<file path="config.mk">
export PLATFORM = sky130hd
export DESIGN_NAME = pmc_port_mode
export DESIGN_NICKNAME = d
export VERILOG_FILES = /design/src/inc/pmc_pkg.sv /design/src/hw/pmc_port_mode.sv
export SDC_FILE = /design/constraint.sdc
export NUM_CORES = 1
export LEC_CHECK = 0
export ABC_CLOCK_PERIOD_IN_PS = 3750
export BUFFER_PORTS_ARGS = -buffer_cell sky130_fd_sc_hd__buf_2
export CAP_MARGIN = 30
export CORE_MARGIN = 3
export CORE_UTILIZATION = 25
export DETAILED_ROUTE_END_ITERATION = 8
export PLACE_DENSITY_LB_ADDON = 0.05
export SYNTH_ARGS = -nofsm -noshare
export SYNTH_HDL_FRONTEND = slang
export SYNTH_SLANG_ARGS = --single-unit
</file>
<file path="constraint.sdc">
create_clock -name clk -period 3.75 [get_ports clk]
set_input_delay 0.5625 -clock clk [delete_from_list [all_inputs] [get_ports clk]]
set_output_delay 0.5625 -clock clk [all_outputs]
set_load 0.02 [all_outputs]
</file>
<file path="src/inc/pmc_pkg.sv">
// Constants, types and helpers for the port mode control block
// Function
// - Loop-back bit 14 loops data, isolates line
// - Vendor bit 9 enables 100M remote loop-back
// - 100M internal: transmit NRZI into receive
// - 100M remote: recovered data back to line
// - 10M loop: Manchester output into receive PLL
// - Full duplex: no collision, carrier on receive
// - Half duplex: collision on overlap, carrier both
// - Bit 12 enables auto-negotiation
// - Burst carries 16 advertisement bits
// - Resolve 100FD, 100HD, 10FD, 10HD order
// - Negotiate after reset only when enabled
// - Negotiation off: speed, duplex from control
// - Power-down isolates line, LEDs and MII
// - Power-down ends on clear or reset
// - Bit 15 resets all, then self-clears
// - Straps sampled at reset set defaults
// - Status bit 6 reports preamble suppression
// - Accesses without preamble are accepted
// - Local fault bit 13 until negotiation done
// - Partner remote fault sets status bit
// - Restart bit 8 restarts, self-clears
package pmc_pkg;
  localparam int ADDR_W = 8;                    // Byte address width
  localparam int CYC_W  = 12;                   // Slot timer width
  // Register indices and byte addresses
  localparam logic [7:0] IDX_CTRL = 8'h00;
  localparam logic [7:0] IDX_STAT = 8'h01;
  localparam logic [7:0] IDX_ADV  = 8'h04;
  localparam logic [7:0] IDX_LPA  = 8'h05;
  localparam logic [7:0] IDX_ANST = 8'h12;
  localparam logic [7:0] IDX_VCFG = 8'h13;
  localparam logic [7:0] ADR_CTRL = IDX_CTRL << 2;
  localparam logic [7:0] ADR_STAT = IDX_STAT << 2;
  localparam logic [7:0] ADR_ADV  = IDX_ADV << 2;
  localparam logic [7:0] ADR_LPA  = IDX_LPA << 2;
  localparam logic [7:0] ADR_ANST = IDX_ANST << 2;
  localparam logic [7:0] ADR_VCFG = IDX_VCFG << 2;
  // Field positions
  localparam int CB_RESET = 15, CB_LOOP = 14, CB_SPEED = 13;
  localparam int CB_AN_EN = 12, CB_PDOWN = 11, CB_DUPLEX = 8;
  localparam int VB_REM_LB = 9;
  localparam int AB_RESTART = 8, AB_DONE = 7;
  localparam int SB_PRE_SUP = 6, SB_AN_DONE = 5, SB_RFAULT = 4;
  localparam int SB_AN_ABLE = 3, SB_LINK = 2;
  localparam int CW_RFAULT = 13, CW_100FD = 8, CW_100HD = 7;
  localparam int CW_10FD = 6, CW_10HD = 5;
  // Values after reset and fixed fields
  localparam logic [15:0] CTRL_WMASK = 16'hf900;
  localparam logic [15:0] ADV_RST    = 16'h01e1;
  localparam logic [15:0] VCFG_RST   = 16'h0080;
  localparam logic [15:0] STAT_ABIL  = 16'h7800;
  // Timing, in ns, and derived cycle counts
  localparam int CLK_NS       = 20;
  localparam int FLP_SLOT_NS  = 62500;
  localparam int FLP_PW_NS    = 100;
  localparam int BURST_NS     = 16000000;
  localparam int FLP_SLOT_CYC = FLP_SLOT_NS / CLK_NS;
  localparam int FLP_PW_CYC   = FLP_PW_NS / CLK_NS;
  localparam int BURST_CYC    = BURST_NS / CLK_NS;
  localparam int FLP_PULSES   = 33;             // 17 clock plus 16 data
  localparam int STRAP_WAIT   = 3;              // Sync depth plus one
  typedef enum logic [1:0] {
    PMC_AN_OFF   = 2'b00,
    PMC_AN_BURST = 2'b01,
    PMC_AN_DONE  = 2'b11
  } pmc_an_state_t;
  // Highest common ability: {found, speed100, full}
  function automatic logic [2:0] pmc_resolve(input logic [15:0] c);
    if (c[CW_100FD]) return 3'b111;
    else if (c[CW_100HD]) return 3'b110;
    else if (c[CW_10FD]) return 3'b101;
    else if (c[CW_10HD]) return 3'b100;
    else return 3'b000;
  endfunction
endpackage

</file>
<file path="src/hw/pmc_port_mode.sv">
// Port mode control: loop-back, duplex, negotiation, power, reset
`timescale 1ns/100ps
module pmc_port_mode #(
  parameter int BURST_CYC = pmc_pkg::BURST_CYC  // Burst period in cycles
) (
  input  wire logic                        clk,        // 50 MHz clock
  input  wire logic                        rst_b,      // Async reset
  input  wire logic                        hsel,       // Slave select
  input  wire logic [pmc_pkg::ADDR_W-1:0]  haddr,      // Byte address
  input  wire logic [1:0]                  htrans,     // Transfer type
  input  wire logic                        hwrite,     // Write flag
  input  wire logic [2:0]                  hsize,      // Word only
  input  wire logic [31:0]                 hwdata,     // Write data
  input  wire logic                        hready,     // Bus ready
  output logic                             hreadyout,  // Slave ready
  output logic                             hresp,      // Always OKAY
  output logic [31:0]                      hrdata,     // Read data
  input  wire logic                        mii_tx_en,  // MAC transmit
  input  wire logic                        line_rx_act, // Line receive
  input  wire logic                        link_ok,    // Link monitor
  input  wire logic                        strap_an_en, // Strap pin
  input  wire logic                        strap_speed, // Strap pin
  input  wire logic                        strap_duplex, // Strap pin
  input  wire logic                        local_fault, // Fault pulse
  input  wire logic [15:0]                 lp_word,    // Partner word
  input  wire logic                        lp_word_valid, // Word strobe
  input  wire logic                        tx_nrzi_bit, // NRZI output
  input  wire logic                        rx_cdr_bit, // Recovered bit
  input  wire logic                        tx_manch_bit, // Manchester
  input  wire logic                        line_rx_bit, // Line bit
  output logic                             rx_nrzi_in, // NRZI decoder in
  output logic                             tx_mlt3_in, // MLT3 encoder in
  output logic                             rx_pll_in,  // 10M PLL in
  output logic                             line_transmit_pair_data, // Tx
  output logic                             line_transmit_pair_oe, // Tx en
  output logic                             led_oe,     // LED enable
  output logic                             mii_oe,     // MII enable
  output logic                             mii_crs,    // Carrier sense
  output logic                             mii_col,    // Collision
  output logic                             speed_100,  // Active speed
  output logic                             full_duplex // Active duplex
);
  import pmc_pkg::*;

  localparam int BURST_SLOTS = BURST_CYC / FLP_SLOT_CYC;
  localparam int SLOT_W      = $clog2(BURST_SLOTS + 1);

  // Burst must hold every pulse plus a gap
  if (BURST_SLOTS < FLP_PULSES + 1) begin : g_chk
    $error("BURST_CYC too short for one burst");
  end

  logic [5:0]       s1_q;                 // First sync stage
  logic [5:0]       s2_q;                 // Second sync stage
  logic [1:0]       init_q;               // Strap wait counter
  logic [2:0]       strap_q;              // Caught straps
  logic             strap_load;           // Load defaults once
  logic [15:0]      main_control_reg_q;   // Control register
  logic [15:0]      advertisement_reg_q;  // Advertised abilities
  logic [15:0]      vendor_config_reg_q;  // Vendor configuration
  logic [15:0]      lpa_q;                // Partner code word
  logic [15:0]      ctrl_dflt;            // Strap-based defaults
  logic             soft_rst;             // Software reset pulse
  logic             restart_q;            // Restart request
  logic             lfault_q;             // Local fault flag
  logic             rfault_q;             // Remote fault flag
  logic [2:0]       hcd_q;                // Resolved ability
  pmc_an_state_t    an_q;                 // Negotiation state
  pmc_an_state_t    an_d;
  logic [CYC_W-1:0] cyc_q;                // Slot timer
  logic [SLOT_W-1:0] slot_q;              // Slot index
  logic             flp_q;                // Pulse on the line
  logic [15:0]      cw_tx;                // Word sent in bursts
  logic             dp_wr_q;              // Write data phase
  logic             dp_rd_q;              // Read data phase
  logic [7:0]       dp_addr_q;            // Latched address
  logic [15:0]      rd_val;               // Read mux
  logic [31:0]      hrdata_q;             // Read data flop
  logic             acc;                  // Accepted transfer
  logic             wr_ctrl, wr_adv, wr_vcfg, wr_anst;
  logic             rd_stat;              // Status being read
  logic             tx_s, rx_s, link_s;   // Synchronised pins
  logic             an_en, loop_en, rem_lb, pdown;
  logic             lp_take;              // Partner word accepted

  // Pins from outside the clock domain pass two flops
  always_ff @(posedge clk or negedge rst_b) begin
    if (!rst_b) begin
      s1_q <= 6'h00;
      s2_q <= 6'h00;
    end else begin
      s1_q <= {strap_duplex, strap_speed, strap_an_en,
               link_ok, line_rx_act, mii_tx_en};
      s2_q <= s1_q;
    end
  end
  assign tx_s   = s2_q[0];
  assign rx_s   = s2_q[1];
  assign link_s = s2_q[2];

  // Straps caught after release
  // Flops hold constants in reset, so sampling waits for the sync
  always_ff @(posedge clk or negedge rst_b) begin
    if (!rst_b) begin
      init_q  <= 2'h0;
      strap_q <= 3'h0;
    end else if (init_q != 2'(STRAP_WAIT)) begin
      init_q <= init_q + 2'h1;
      if (init_q == 2'(STRAP_WAIT - 1)) begin
        strap_q <= s2_q[5:3];
      end
    end
  end
  assign strap_load = (init_q == 2'(STRAP_WAIT - 1));

  // Defaults from the straps, live or latched
  always_comb begin
    ctrl_dflt = 16'h0000;
    ctrl_dflt[CB_AN_EN]  = strap_load ? s2_q[3] : strap_q[0];
    ctrl_dflt[CB_SPEED]  = strap_load ? s2_q[4] : strap_q[1];
    ctrl_dflt[CB_DUPLEX] = strap_load ? s2_q[5] : strap_q[2];
  end

  // Bus: word accesses only, no wait on writes, one on reads
  // No preamble needed for any access
  assign acc       = hsel && htrans[1] && hready;
  assign hreadyout = !dp_rd_q;
  assign hresp     = 1'b0;
  assign hrdata    = hrdata_q;
  always_ff @(posedge clk or negedge rst_b) begin
    if (!rst_b) begin
      dp_wr_q   <= 1'b0;
      dp_rd_q   <= 1'b0;
      dp_addr_q <= 8'h00;
    end else if (hready) begin
      dp_wr_q   <= acc && hwrite;
      dp_rd_q   <= acc && !hwrite;
      dp_addr_q <= acc ? haddr : dp_addr_q;
    end else begin
      dp_rd_q <= 1'b0;
    end
  end
  assign wr_ctrl = dp_wr_q && (dp_addr_q == ADR_CTRL);
  assign wr_adv  = dp_wr_q && (dp_addr_q == ADR_ADV);
  assign wr_vcfg = dp_wr_q && (dp_addr_q == ADR_VCFG);
  assign wr_anst = dp_wr_q && (dp_addr_q == ADR_ANST);
  assign rd_stat = dp_rd_q && (dp_addr_q == ADR_STAT);

  // Read mux; unmapped words read zero
  always_comb begin
    rd_val = 16'h0000;
    case (dp_addr_q)
      ADR_CTRL: rd_val = main_control_reg_q;
      ADR_STAT: begin
        rd_val = STAT_ABIL;
        rd_val[SB_PRE_SUP] = 1'b1;
        rd_val[SB_AN_DONE] = (an_q == PMC_AN_DONE);
        rd_val[SB_RFAULT]  = rfault_q;
        rd_val[SB_AN_ABLE] = 1'b1;
        rd_val[SB_LINK]    = link_s;
      end
      ADR_ADV:  rd_val = advertisement_reg_q;
      ADR_LPA:  rd_val = lpa_q;
      ADR_ANST: begin
        rd_val[15]         = hcd_q[1] & hcd_q[0];
        rd_val[13]         = hcd_q[1];
        rd_val[12]         = !hcd_q[1] & hcd_q[0] & hcd_q[2];
        rd_val[11]         = !hcd_q[1] & hcd_q[2];
        rd_val[AB_RESTART] = restart_q;
        rd_val[AB_DONE]    = (an_q == PMC_AN_DONE);
      end
      ADR_VCFG: rd_val = vendor_config_reg_q;
      default:  rd_val = 16'h0000;
    endcase
  end

  // Read data captured in the wait cycle
  always_ff @(posedge clk or negedge rst_b) begin
    if (!rst_b) begin
      hrdata_q <= 32'h0000_0000;
    end else if (dp_rd_q) begin
      hrdata_q <= {16'h0000, rd_val};
    end
  end

  // Bit 15 held one cycle acts as reset
  assign soft_rst = main_control_reg_q[CB_RESET];

  // Control register
  always_ff @(posedge clk or negedge rst_b) begin
    if (!rst_b) begin
      main_control_reg_q <= 16'h0000;
    end else if (strap_load || soft_rst) begin
      main_control_reg_q <= ctrl_dflt;
    end else if (wr_ctrl) begin
      main_control_reg_q <= hwdata[15:0] & CTRL_WMASK;
    end
  end
  assign an_en   = main_control_reg_q[CB_AN_EN];
  assign loop_en = main_control_reg_q[CB_LOOP];
  assign pdown   = main_control_reg_q[CB_PDOWN];
  assign rem_lb  = vendor_config_reg_q[VB_REM_LB];

  // Advertisement and vendor registers
  always_ff @(posedge clk or negedge rst_b) begin
    if (!rst_b) begin
      advertisement_reg_q <= ADV_RST;
      vendor_config_reg_q <= VCFG_RST;
    end else if (soft_rst) begin
      advertisement_reg_q <= ADV_RST;
      vendor_config_reg_q <= VCFG_RST;
    end else begin
      if (wr_adv) begin
        advertisement_reg_q <= hwdata[15:0];
      end
      if (wr_vcfg) begin
        vendor_config_reg_q <= hwdata[15:0];
      end
    end
  end

  // Restart on a one, zero ignored, clears itself
  always_ff @(posedge clk or negedge rst_b) begin
    if (!rst_b) begin
      restart_q <= 1'b0;
    end else begin
      restart_q <= wr_anst && hwdata[AB_RESTART] && !soft_rst;
    end
  end

  // Partner word taken only while bursts run
  assign lp_take = lp_word_valid && (an_q == PMC_AN_BURST) &&
                   pmc_resolve(advertisement_reg_q & lp_word) != 3'b000;

  // Negotiation state
  always_comb begin
    an_d = an_q;
    case (an_q)
      PMC_AN_OFF:   if (an_en) an_d = PMC_AN_BURST;
      PMC_AN_BURST: if (!an_en) an_d = PMC_AN_OFF;
                    else if (lp_take) an_d = PMC_AN_DONE;
      PMC_AN_DONE:  if (!an_en) an_d = PMC_AN_OFF;
      default:      an_d = PMC_AN_OFF;
    endcase
    if (restart_q && an_en) begin
      an_d = PMC_AN_BURST;
    end
  end

  always_ff @(posedge clk or negedge rst_b) begin
    if (!rst_b) begin
      an_q <= PMC_AN_OFF;
    end else if (soft_rst) begin
      an_q <= PMC_AN_OFF;
    end else begin
      an_q <= an_d;
    end
  end

  always_ff @(posedge clk or negedge rst_b) begin
    if (!rst_b) begin
      hcd_q <= 3'h0;
      lpa_q <= 16'h0000;
    end else if (soft_rst || restart_q) begin
      hcd_q <= 3'h0;
      lpa_q <= 16'h0000;
    end else if (lp_take) begin
      hcd_q <= pmc_resolve(advertisement_reg_q & lp_word);
      lpa_q <= lp_word;
    end
  end

  // Local fault held until negotiation completes; set wins
  always_ff @(posedge clk or negedge rst_b) begin
    if (!rst_b) begin
      lfault_q <= 1'b0;
    end else if (local_fault) begin
      lfault_q <= 1'b1;
    end else if (soft_rst || lp_take) begin
      lfault_q <= 1'b0;
    end
  end

  // Partner fault sticky, read clears it; set wins
  always_ff @(posedge clk or negedge rst_b) begin
    if (!rst_b) begin
      rfault_q <= 1'b0;
    end else if (lp_take && lp_word[CW_RFAULT]) begin
      rfault_q <= 1'b1;
    end else if (rd_stat || soft_rst) begin
      rfault_q <= 1'b0;
    end
  end

  // Sent word with fault at bit 13
  always_comb begin
    cw_tx = advertisement_reg_q;
    cw_tx[CW_RFAULT] = advertisement_reg_q[CW_RFAULT] | lfault_q;
  end

  // Burst timing: slot timer and slot index
  always_ff @(posedge clk or negedge rst_b) begin
    if (!rst_b) begin
      cyc_q  <= '0;
      slot_q <= '0;
    end else if (an_q != PMC_AN_BURST || restart_q) begin
      cyc_q  <= '0;
      slot_q <= '0;
    end else if (cyc_q == CYC_W'(FLP_SLOT_CYC - 1)) begin
      cyc_q  <= '0;
      slot_q <= (slot_q == SLOT_W'(BURST_SLOTS - 1)) ? '0 :
                slot_q + 1'b1;
    end else begin
      cyc_q <= cyc_q + 1'b1;
    end
  end

  // Even slots clock, odd slots carry bits LSB first
  always_ff @(posedge clk or negedge rst_b) begin
    if (!rst_b) begin
      flp_q <= 1'b0;
    end else if (an_q != PMC_AN_BURST || restart_q) begin
      flp_q <= 1'b0;
    end else if (slot_q < SLOT_W'(FLP_PULSES) &&
                 cyc_q < CYC_W'(FLP_PW_CYC)) begin
      flp_q <= slot_q[0] ? cw_tx[4'(slot_q >> 1)] : 1'b1;
    end else begin
      flp_q <= 1'b0;
    end
  end

  // Forced mode when negotiation is off
  always_comb begin
    if (an_en) begin
      speed_100   = (an_q == PMC_AN_DONE) & hcd_q[1];
      full_duplex = (an_q == PMC_AN_DONE) & hcd_q[0];
    end else begin
      speed_100   = main_control_reg_q[CB_SPEED];
      full_duplex = main_control_reg_q[CB_DUPLEX];
    end
  end

  // Loop-back steering; registered to keep data paths clean
  always_ff @(posedge clk or negedge rst_b) begin
    if (!rst_b) begin
      rx_nrzi_in <= 1'b0;
      tx_mlt3_in <= 1'b0;
      rx_pll_in  <= 1'b0;
    end else begin
      rx_nrzi_in <= (loop_en && speed_100) ? tx_nrzi_bit : line_rx_bit;
      tx_mlt3_in <= (rem_lb && speed_100 && !loop_en) ? rx_cdr_bit :
                    tx_nrzi_bit;
      rx_pll_in  <= (loop_en && !speed_100) ? tx_manch_bit :
                    line_rx_bit;
    end
  end

  // Line pair and output enables
  // Loop-back keeps the line quiet so the partner sees no frames
  always_ff @(posedge clk or negedge rst_b) begin
    if (!rst_b) begin
      line_transmit_pair_data <= 1'b0;
      line_transmit_pair_oe   <= 1'b0;
      led_oe                  <= 1'b0;
      mii_oe                  <= 1'b0;
    end else begin
      line_transmit_pair_data <= (an_q == PMC_AN_BURST) ? flp_q :
                                 speed_100 ? tx_mlt3_in : tx_manch_bit;
      line_transmit_pair_oe   <= !(loop_en || pdown);
      led_oe                  <= !pdown;
      mii_oe                  <= !pdown;
    end
  end

  // Carrier and collision; loop-back echoes own transmit
  always_ff @(posedge clk or negedge rst_b) begin
    if (!rst_b) begin
      mii_crs <= 1'b0;
      mii_col <= 1'b0;
    end else if (full_duplex) begin
      mii_crs <= loop_en ? tx_s : rx_s;
      mii_col <= 1'b0;
    end else begin
      mii_crs <= tx_s || rx_s;
      mii_col <= tx_s && rx_s && !loop_en;
    end
  end

  // Checks
  a_loop_isolate: assert property (
    @(posedge clk) disable iff (!rst_b)
    loop_en |=> !line_transmit_pair_oe)
    else $error("line pair driven in loop-back");
  a_int_loop_path: assert property (
    @(posedge clk) disable iff (!rst_b)
    loop_en && speed_100 |=> rx_nrzi_in == $past(tx_nrzi_bit))
    else $error("internal 100M loop path wrong");
  a_rem_loop_path: assert property (
    @(posedge clk) disable iff (!rst_b)
    rem_lb && speed_100 && !loop_en |=> tx_mlt3_in == $past(rx_cdr_bit))
    else $error("remote loop path wrong");
  a_ten_loop_path: assert property (
    @(posedge clk) disable iff (!rst_b)
    loop_en && !speed_100 |=> rx_pll_in == $past(tx_manch_bit))
    else $error("10M loop path wrong");
  a_full_no_col: assert property (
    @(posedge clk) disable iff (!rst_b)
    full_duplex && tx_s && !rx_s && !loop_en |=> !mii_col && !mii_crs)
    else $error("full duplex carrier or collision wrong");
  a_half_collide: assert property (
    @(posedge clk) disable iff (!rst_b)
    !full_duplex && tx_s && rx_s && !loop_en |=> mii_col && mii_crs)
    else $error("half duplex overlap missed");
  a_pdown_isolate: assert property (
    @(posedge clk) disable iff (!rst_b)
    pdown |=> !mii_oe && !led_oe && !line_transmit_pair_oe)
    else $error("outputs driven in power-down");
  a_soft_rst_clear: assert property (
    @(posedge clk) disable iff (!rst_b)
    soft_rst |=> !soft_rst && an_q == PMC_AN_OFF && !rfault_q)
    else $error("software reset did not clear");
  a_prio_top: assert property (
    @(posedge clk) disable iff (!rst_b)
    lp_take && (advertisement_reg_q[CW_100FD] & lp_word[CW_100FD])
    |=> hcd_q == 3'b111 && an_q == PMC_AN_DONE)
    else $error("100M full duplex not chosen");
  // A pulse cut by leaving the burst phase is not a width error
  a_flp_width: assert property (
    @(posedge clk)
    disable iff (!rst_b || an_q != PMC_AN_BURST || restart_q)
    $rose(flp_q) && an_q == PMC_AN_BURST && !restart_q
    |-> flp_q[*5] ##1 !flp_q)
    else $error("link pulse width wrong");
  a_rfault_set: assert property (
    @(posedge clk) disable iff (!rst_b)
    lp_take && lp_word[CW_RFAULT] |=> rfault_q)
    else $error("remote fault not flagged");
  a_restart_burst: assert property (
    @(posedge clk) disable iff (!rst_b)
    restart_q && an_en && !soft_rst |=> an_q == PMC_AN_BURST && !restart_q)
    else $error("restart did not reopen bursts");
endmodule

</file>
==> run metrics, run 1 <==
status=finished, final reports clean; met3 GRT Util=0.0276; largest net degree at the start of global routing=75; Max VDD drop=0.000242 V; Setup Skew=0.0190 ns; Distinct cells, synth=65; relative slew slack=0.507; final worst-path cycle share=0.630; DP HPWL=13200 um; multi-input logic area=0.00264 mm2; Max-Cap Viols=0; wire length per cell=18.4 um; Post-CTS Resized=0; main combinational cell family by area after synthesis=simple AND/OR/NAND/NOR gates; crit path launch type=flip-flop; Power Density=581 mW/mm2; num ports=123; total gr overflow=0; Hold WC Path Type=input port to asynchronous set/reset pin; critical path arrival=1.80 ns; Core Rows=57; Starting Density=0.257; top post-synthesis cells by area=dfrtp_1, mux2_2, mux2i_1; met2 Usage GRT=0.228; Total Power=4470 uW; critical path's slowest cell=dfrtp_1; RSZ-0062 raised after global routing=false; clock transition at the registers of the reported paths=0.07 ns; Compound-Gate Fraction of Synth Area=0.127; Min Clock Period, post-route=2.36 ns; Synth area leader=dfrtp_1; Synth Flop Type=dfrtp_1; vias per cell=4.74; Slew @ Worst Pin=0.740 ns; Reg area=0.00339 mm2; GPL Wtd Cong=0.780; H-tree depth=4; share of post-route cells with drive strength above 1=0.257; Post-Layout Inst Area=0.00770 mm2; die width=165 um; DRC Markers=0; Syn-to-layout area delta=22.1%; CTS Sinks=135; register area share after synthesis=0.537; DP Area=0.00704 mm2; Hold-fix buffers, CTS=0; setup TNS=0 ns; share of the synthesized area in the top cell type=0.512; xor/xnor share of the synthesized area=0.0167; FILL cells=2566; syn avg cell area=10.7 um2; root buf cell=clkbuf_16; Async SR Flop Fraction=1.00; Total Wirelength=18500 um; crit-path max cell delay=0.51 ns; CTS tree=built; Lkg Pwr=0.00344 uW; Crit Path Category=flip-flop to primary output; DRT Pass-1 Iters=4; detailed-route via count=4781; mux share of post-synthesis cell area=0.102; Synth Area in Simple Gates=0.149; EDFF count, synth=0; vias in the first global route=5156; IO buf count=85; FMAX=423 MHz; Setup crit end kind=primary output; Inserted Clock Buffers=17; core outline area=0.0245 mm2; FF+latch count, synth=135; synthesized instance count=592; final setup vio count=0; # diodes=0; CTS max path bufs=2; Critical Path RT=3.19 ns; GR Util met1=0.197; first-pass GRT wire length=29600 um; Post-Syn Area=0.00631 mm2; Ys Warns=0; GRT Total Usage=0.143; adder-cell share of the synthesized area=0.0119; gr busiest metal=met2; crit-path max FO=8; Die ar.=0.0272 mm2; commonest non-fill, non-tap cell in the layout=dfrtp_1; clock insertion delay at the later pin of the skew report=0.43 ns; Final Hold Fails=0; Util after Layout=0.314; Critical Path, Cell by Cell=nand2_1 > o22ai_1 > buf_2; Post-DRT Antenna Nets=0; Setup Fix Bufs, Post-CTS=0; Final Slew Violations=0; antenna violations before repair=0; Chip Height=165 um; most frequent cells in the layout=dfrtp_1, buf_2, nand2_1, nor2_1; Layout Nets=757; DR iter-0 viols=287
==> Yosys cell counts (all sizes together) (5+ instances only) <==
| cell | instances |
|---|---|
| o21ai | 7 |
| clkbuf | 26 |
| dfstp | 6 |
| a32oi | 5 |
| or4 | 6 |
| a221oi | 5 |
| a21oi | 24 |
| a22o | 21 |
| xnor2 | 10 |
| o22ai | 6 |
| nor2 | 59 |
| nor4 | 7 |
| dfrtp | 129 |
| mux2 | 27 |
| a22oi | 5 |
| o221ai | 5 |
| nand2 | 71 |
| nand3 | 13 |
| nand4 | 7 |
| buf | 24 |
| inv | 21 |
| nand2b | 5 |
| mux2i | 27 |
| and3 | 6 |
| nor3 | 10 |
| ha | 6 |
==> path summary, 6_finish.rpt <==
check                                    startpoint  slack, ns                                  end  cells past startpoint
min in group clk                        line_rx_act       0.24                    s1_q[1]$_DFF_PN0_                      1
min reg2reg                       s1_q[3]$_DFF_PN0_       0.35                    s2_q[3]$_DFF_PN0_                      0
max in group asynchronous                     rst_b       2.72   advertisement_reg_q[7]$_DFFE_PN1P_                      2
min                                           rst_b       0.18                lpa_q[10]$_DFFE_PN0P_                      1
max reg2reg                dp_addr_q[4]$_DFFE_PN0P_       1.49  vendor_config_reg_q[14]$_DFFE_PN0P_                      4
max                             an_q[1]$_DFFE_PN0P_       1.39                          full_duplex                      3
==> worst max-delay path, delay by kind of cell, from the launching register on <==
| kind | cells | cell delay, ns |
|---|---|---|
| AND/OR/NAND/NOR | 1 | 0.19 |
| buffers and inverters | 1 | 0.26 |
| AO/OA/AOI/OAI | 1 | 0.42 |
| flip-flops | 1 | 0.51 |
==> power by group <==
group	internal (uW)	switching [uW]	leakage (uW)	total, uW
registers	1680	185	0.00164	1860
logic	317	405	0.00148	721
clock network	1210	685	0.000318	1890
==> per-layer routing <==
layer	wire, um	part of all wire	vias up
li1	-	-	2248
met1	8660	0.47	2395
met2	8780	0.47	117
met3	737	0.040	21
met4	360	0.019	0
met5	0	0	-
==> final cells by class <==
type | instances | area share
sequential | 135 | 0.440
multi-input combinational | 400 | 0.343
timing repair buffer | 96 | 0.0684
clock buffer | 18 | 0.0570
tap | 324 | 0.0526
clock inverter | 13 | 0.0284
inverter | 23 | 0.0112
==> metrics by stage <==
step / setup WS [ns] / instances / hold slack (ns)
after global routing: 1.25 / 1009 / 0.220
after global placement: 1.43 / 978 / 0.335
after detailed placement: 1.45 / 978 / 0.335
after CTS: 1.33 / 1009 / 0.194
final: 1.39 / 1009 / 0.179
after floorplan: 1.67 / 608 / 0.267
==> flip-flops by register name, indices dropped and copies added (netlist names), 8 cells and up <==
name,count
lpa_q,16
vendor_config_reg_q,16
hrdata,16
cyc_q,12
slot_q,9
dp_addr_q,8
advertisement_reg_q,16
==> cells by family (layout without fill, tap and decap cells) <==
| logic type | Yosys count | after routing |
|---|---|---|
| xor gates and xnor gates | 12 | 12 |
| muxes | 57 | 57 |
| adders and majority gates | 6 | 6 |
| DFF | 135 | 135 |
| and+or+nand+nor | 201 | 201 |
| other | 1 | 17 |
| AOI/OAI and AO/OA | 107 | 107 |
| buffers and inverters | 73 | 150 |
(Power assumes the default switching activity.)
==> run 2: changes to the inputs <==
--- a/config.mk
+++ b/config.mk
@@ -5,7 +5,8 @@
 export SDC_FILE = /design/constraint.sdc
 export NUM_CORES = 1
 export LEC_CHECK = 0
-export ABC_CLOCK_PERIOD_IN_PS = 3750
+export ABC_AREA = 1
+export ABC_CLOCK_PERIOD_IN_PS = 1980
 export BUFFER_PORTS_ARGS = -buffer_cell sky130_fd_sc_hd__buf_2
 export CAP_MARGIN = 30
 export CORE_MARGIN = 3
==> constraint.sdc (replaced) <==
create_clock -name clk -period 1.98 [get_ports clk]
set_input_delay 0.297 -clock clk [delete_from_list [all_inputs] [get_ports clk]]
set_output_delay 0.297 -clock clk [all_outputs]
set_load 0.02 [all_outputs]
==> run 2 against run 1 <==
Effect of this change:
- synthesized cell count increased by 42%
- sequential power increased by 80%
- utilization increased by 0.21 points
- register-to-register slack got worse by 1.2 ns
- via count increased by 16%
- first-iteration DRC count increased by 1.7%
- worst setup slack got worse by 1.3 ns
- clock-buffer cell count increased by 1
- clock skew decreased by 0.010 ns
- critical path depth increased by 1
- global-route usage increased by 0.16 points
- largest power group is now sequential cells
==> run metrics, run 2 <==
status=finished, final reports clean; vias per cell=4.27; Syn-to-layout area delta=23.8%; Inserted Clock Buffers=17; antenna violations before repair=0; Max-Cap Viols=0; Synth area leader=dfrtp_1; clock insertion delay at the later pin of the skew report=0.42 ns; commonest cells in the netlist=nand2_1, dfrtp_1, nand3_1, inv_1, nor2_1; commonest non-fill, non-tap cell in the layout=nand2_1; most common cell in the netlist=nand2_1; DRT Pass-1 Iters=4; CTS max path bufs=2; num ports=123; final setup vio count=0; NetSw=2360 uW; H-tree depth=4; Total Wirelength=20100 um; vias in the first global route=5521; DRC Markers=0; GRT Total Usage=0.145; Post-Syn Area=0.00667 mm2; largest net degree at the start of global routing=35; CP Launch Point=an_q[0]$_DFFE_PN0P_; CTS tree=built; critical path's slowest cell=dfrtp_1; RSZ-0062 raised after global routing=false; Critical Path RT=1.68 ns; total gr overflow=0; Final Slew Violations=0; Clk pwr share=0.412; detailed-route via count=5563; final worst-path cycle share=0.935; die width=169 um; setup TNS=0 ns; Chip Height=169 um; core outline area=0.0261 mm2; synthesized instance count=840; Power Density=965 mW/mm2; Setup crit end kind=primary output; root buf cell=clkbuf_16; FF+latch count, synth=135; logic gate share of total power=0.168; internal power=5600 uW; Crit Path Category=flip-flop to primary output; register area share after synthesis=0.508; Switching Fraction=0.297; first-pass GRT wire length=32100 um; Async SR Flop Fraction=1.00; clock transition at the registers of the reported paths=0.06 ns; Lkg Pwr=0.00429 uW; Min Clock Period, post-route=1.85 ns; Final Hold Fails=0; Worst Path Buf+Inv=2; # diodes=0; Die ar.=0.0287 mm2; Starting Density=0.255; share of power burned in registers=0.420; DR iter-0 viols=292; Layout Nets=1042; wire length per cell=15.4 um; hold_ws=0.0485 ns; syn avg cell area=7.94 um2; share of the synthesized area in the top cell type=0.484; Synth Flop Type=dfrtp_1; crit-path max FO=5; DP HPWL=15400 um; top post-synthesis cells by area=dfrtp_1, nand2_1, nand3_1; Ys Warns=0; Hold WC Path Type=input port to flip-flop; Critical Path, Cell by Cell=nand2_1 > o21ai_0 > buf_4 > buf_2; Distinct cells, synth=40; FMAX=540 MHz; most frequent cells in the layout=nand2_1, dfrtp_1, nand3_1, inv_1, buf_2; IO buf count=85; CTS Sinks=135; share of post-route cells with drive strength above 1=0.197; EDFF count, synth=0; crit path launch type=flip-flop; GPL Wtd Cong=0.794; RR Startpoint=dp_addr_q[1]$_DFFE_PN0P_; critical path arrival=1.55 ns; critical path's top delay family=flip-flops; Core Rows=59; Setup Skew=0.00875 ns; HP Start=hwrite; crit-path max cell delay=0.36 ns; Max VDD drop=0.000415 V; Post-DRT Antenna Nets=0
-- run 2: repair_timing --
| item | 4_1_cts | 5_1_grt |
|---|---|---|
| hold buffers | 7 | 0 |
| hold endpoints to repair | 31 | 0 |
| gates resized for setup | 1 | 1 |
| setup endpoints to repair | 1 | 1 |
| buffers inserted | 0 | 0 |
| pin swaps | 0 | 0 |
-- run 2: worst register-to-register path, stage by stage, from the launching register on --
cell and delay (ns):
dfrtp_1 0.38, inv_1 0.08, nand2_2 0.11, nor2_8 0.20, nand2_4 0.12, nor2_8 0.10, inv_2 0.04, nand2_2 0.08
inv_2 0.21, nand2_1 0.14, o21ai_2 0.05
-- run 2: worst paths after layout --
check                                                      end  slack, ns  cells after the start
min                                          dp_rd_q$_DFF_PN0_       0.05                      2
min reg2reg                                  s2_q[4]$_DFF_PN0_       0.35                      0
min in group asynchronous             dp_addr_q[1]$_DFFE_PN0P_       0.33                      2
max                                                  speed_100       0.13                      4
max in group asynchronous   advertisement_reg_q[8]$_DFFE_PN1P_       1.03                      3
max reg2reg                vendor_config_reg_q[15]$_DFFE_PN0P_       0.33                     10
-- run 2: logic make-up (layout without fill, tap and decap cells) --
logic type / after synthesis / count (layout) / synth area share
adders and majority gates: 6 / 6 / 0.0113
buffers and inverters: 132 / 245 / 0.0919
xor gates and xnor gates: 4 / 4 / 0.00525
DFF: 135 / 135 / 0.508
and+or+nand+nor: 478 / 478 / 0.309
AOI/OAI and AO/OA: 84 / 84 / 0.0748
other: 1 / 17 / 0.000562
-- run 2: cell type report --
cell class	instances	area, um2
repair buffers	126	795
clock buffers	19	443
fillers	2865	17900
flip-flops and latches	135	3390
clock inverters	11	150
multi-input cells	589	2730
inverters	89	334
well taps	335	419
-- run 2: power groups by stage --
stage | registers, uW | clock network [uW] | logic, uW
2_1_floorplan | 3330 | 0 | 819
3_3_place_gp | 3410 | 0 | 1350
3_5_place_dp | 3390 | 0 | 1350
4_1_cts | 3350 | 3370 | 1380
5_1_grt | 3390 | 3500 | 1530
6_report | 3350 | 3280 | 1340
-- run 2: per-layer routing --
layer	routed length (um)	GRT usage	vias to the layer above
li1	-	-	2871
met1	10200	0.208	2591
met2	9210	0.230	90
met3	554	0.0238	11
met4	179	0.0341	0
met5	0	0	-
-- run 2: per-stage QoR --
step	power (uW)	setup slack [ns]	instance area (um2)	instances	utilization
3_3_place_gp	4760	0.327	7590	1267	0.291
5_1_grt	8420	0.0119	8260	1304	0.316
4_1_cts	8090	0.0760	8260	1304	0.316
2_1_floorplan	4150	0.383	6730	856	-
6_report	7970	0.130	8260	1304	0.316
3_5_place_dp	4740	0.318	7590	1267	0.291
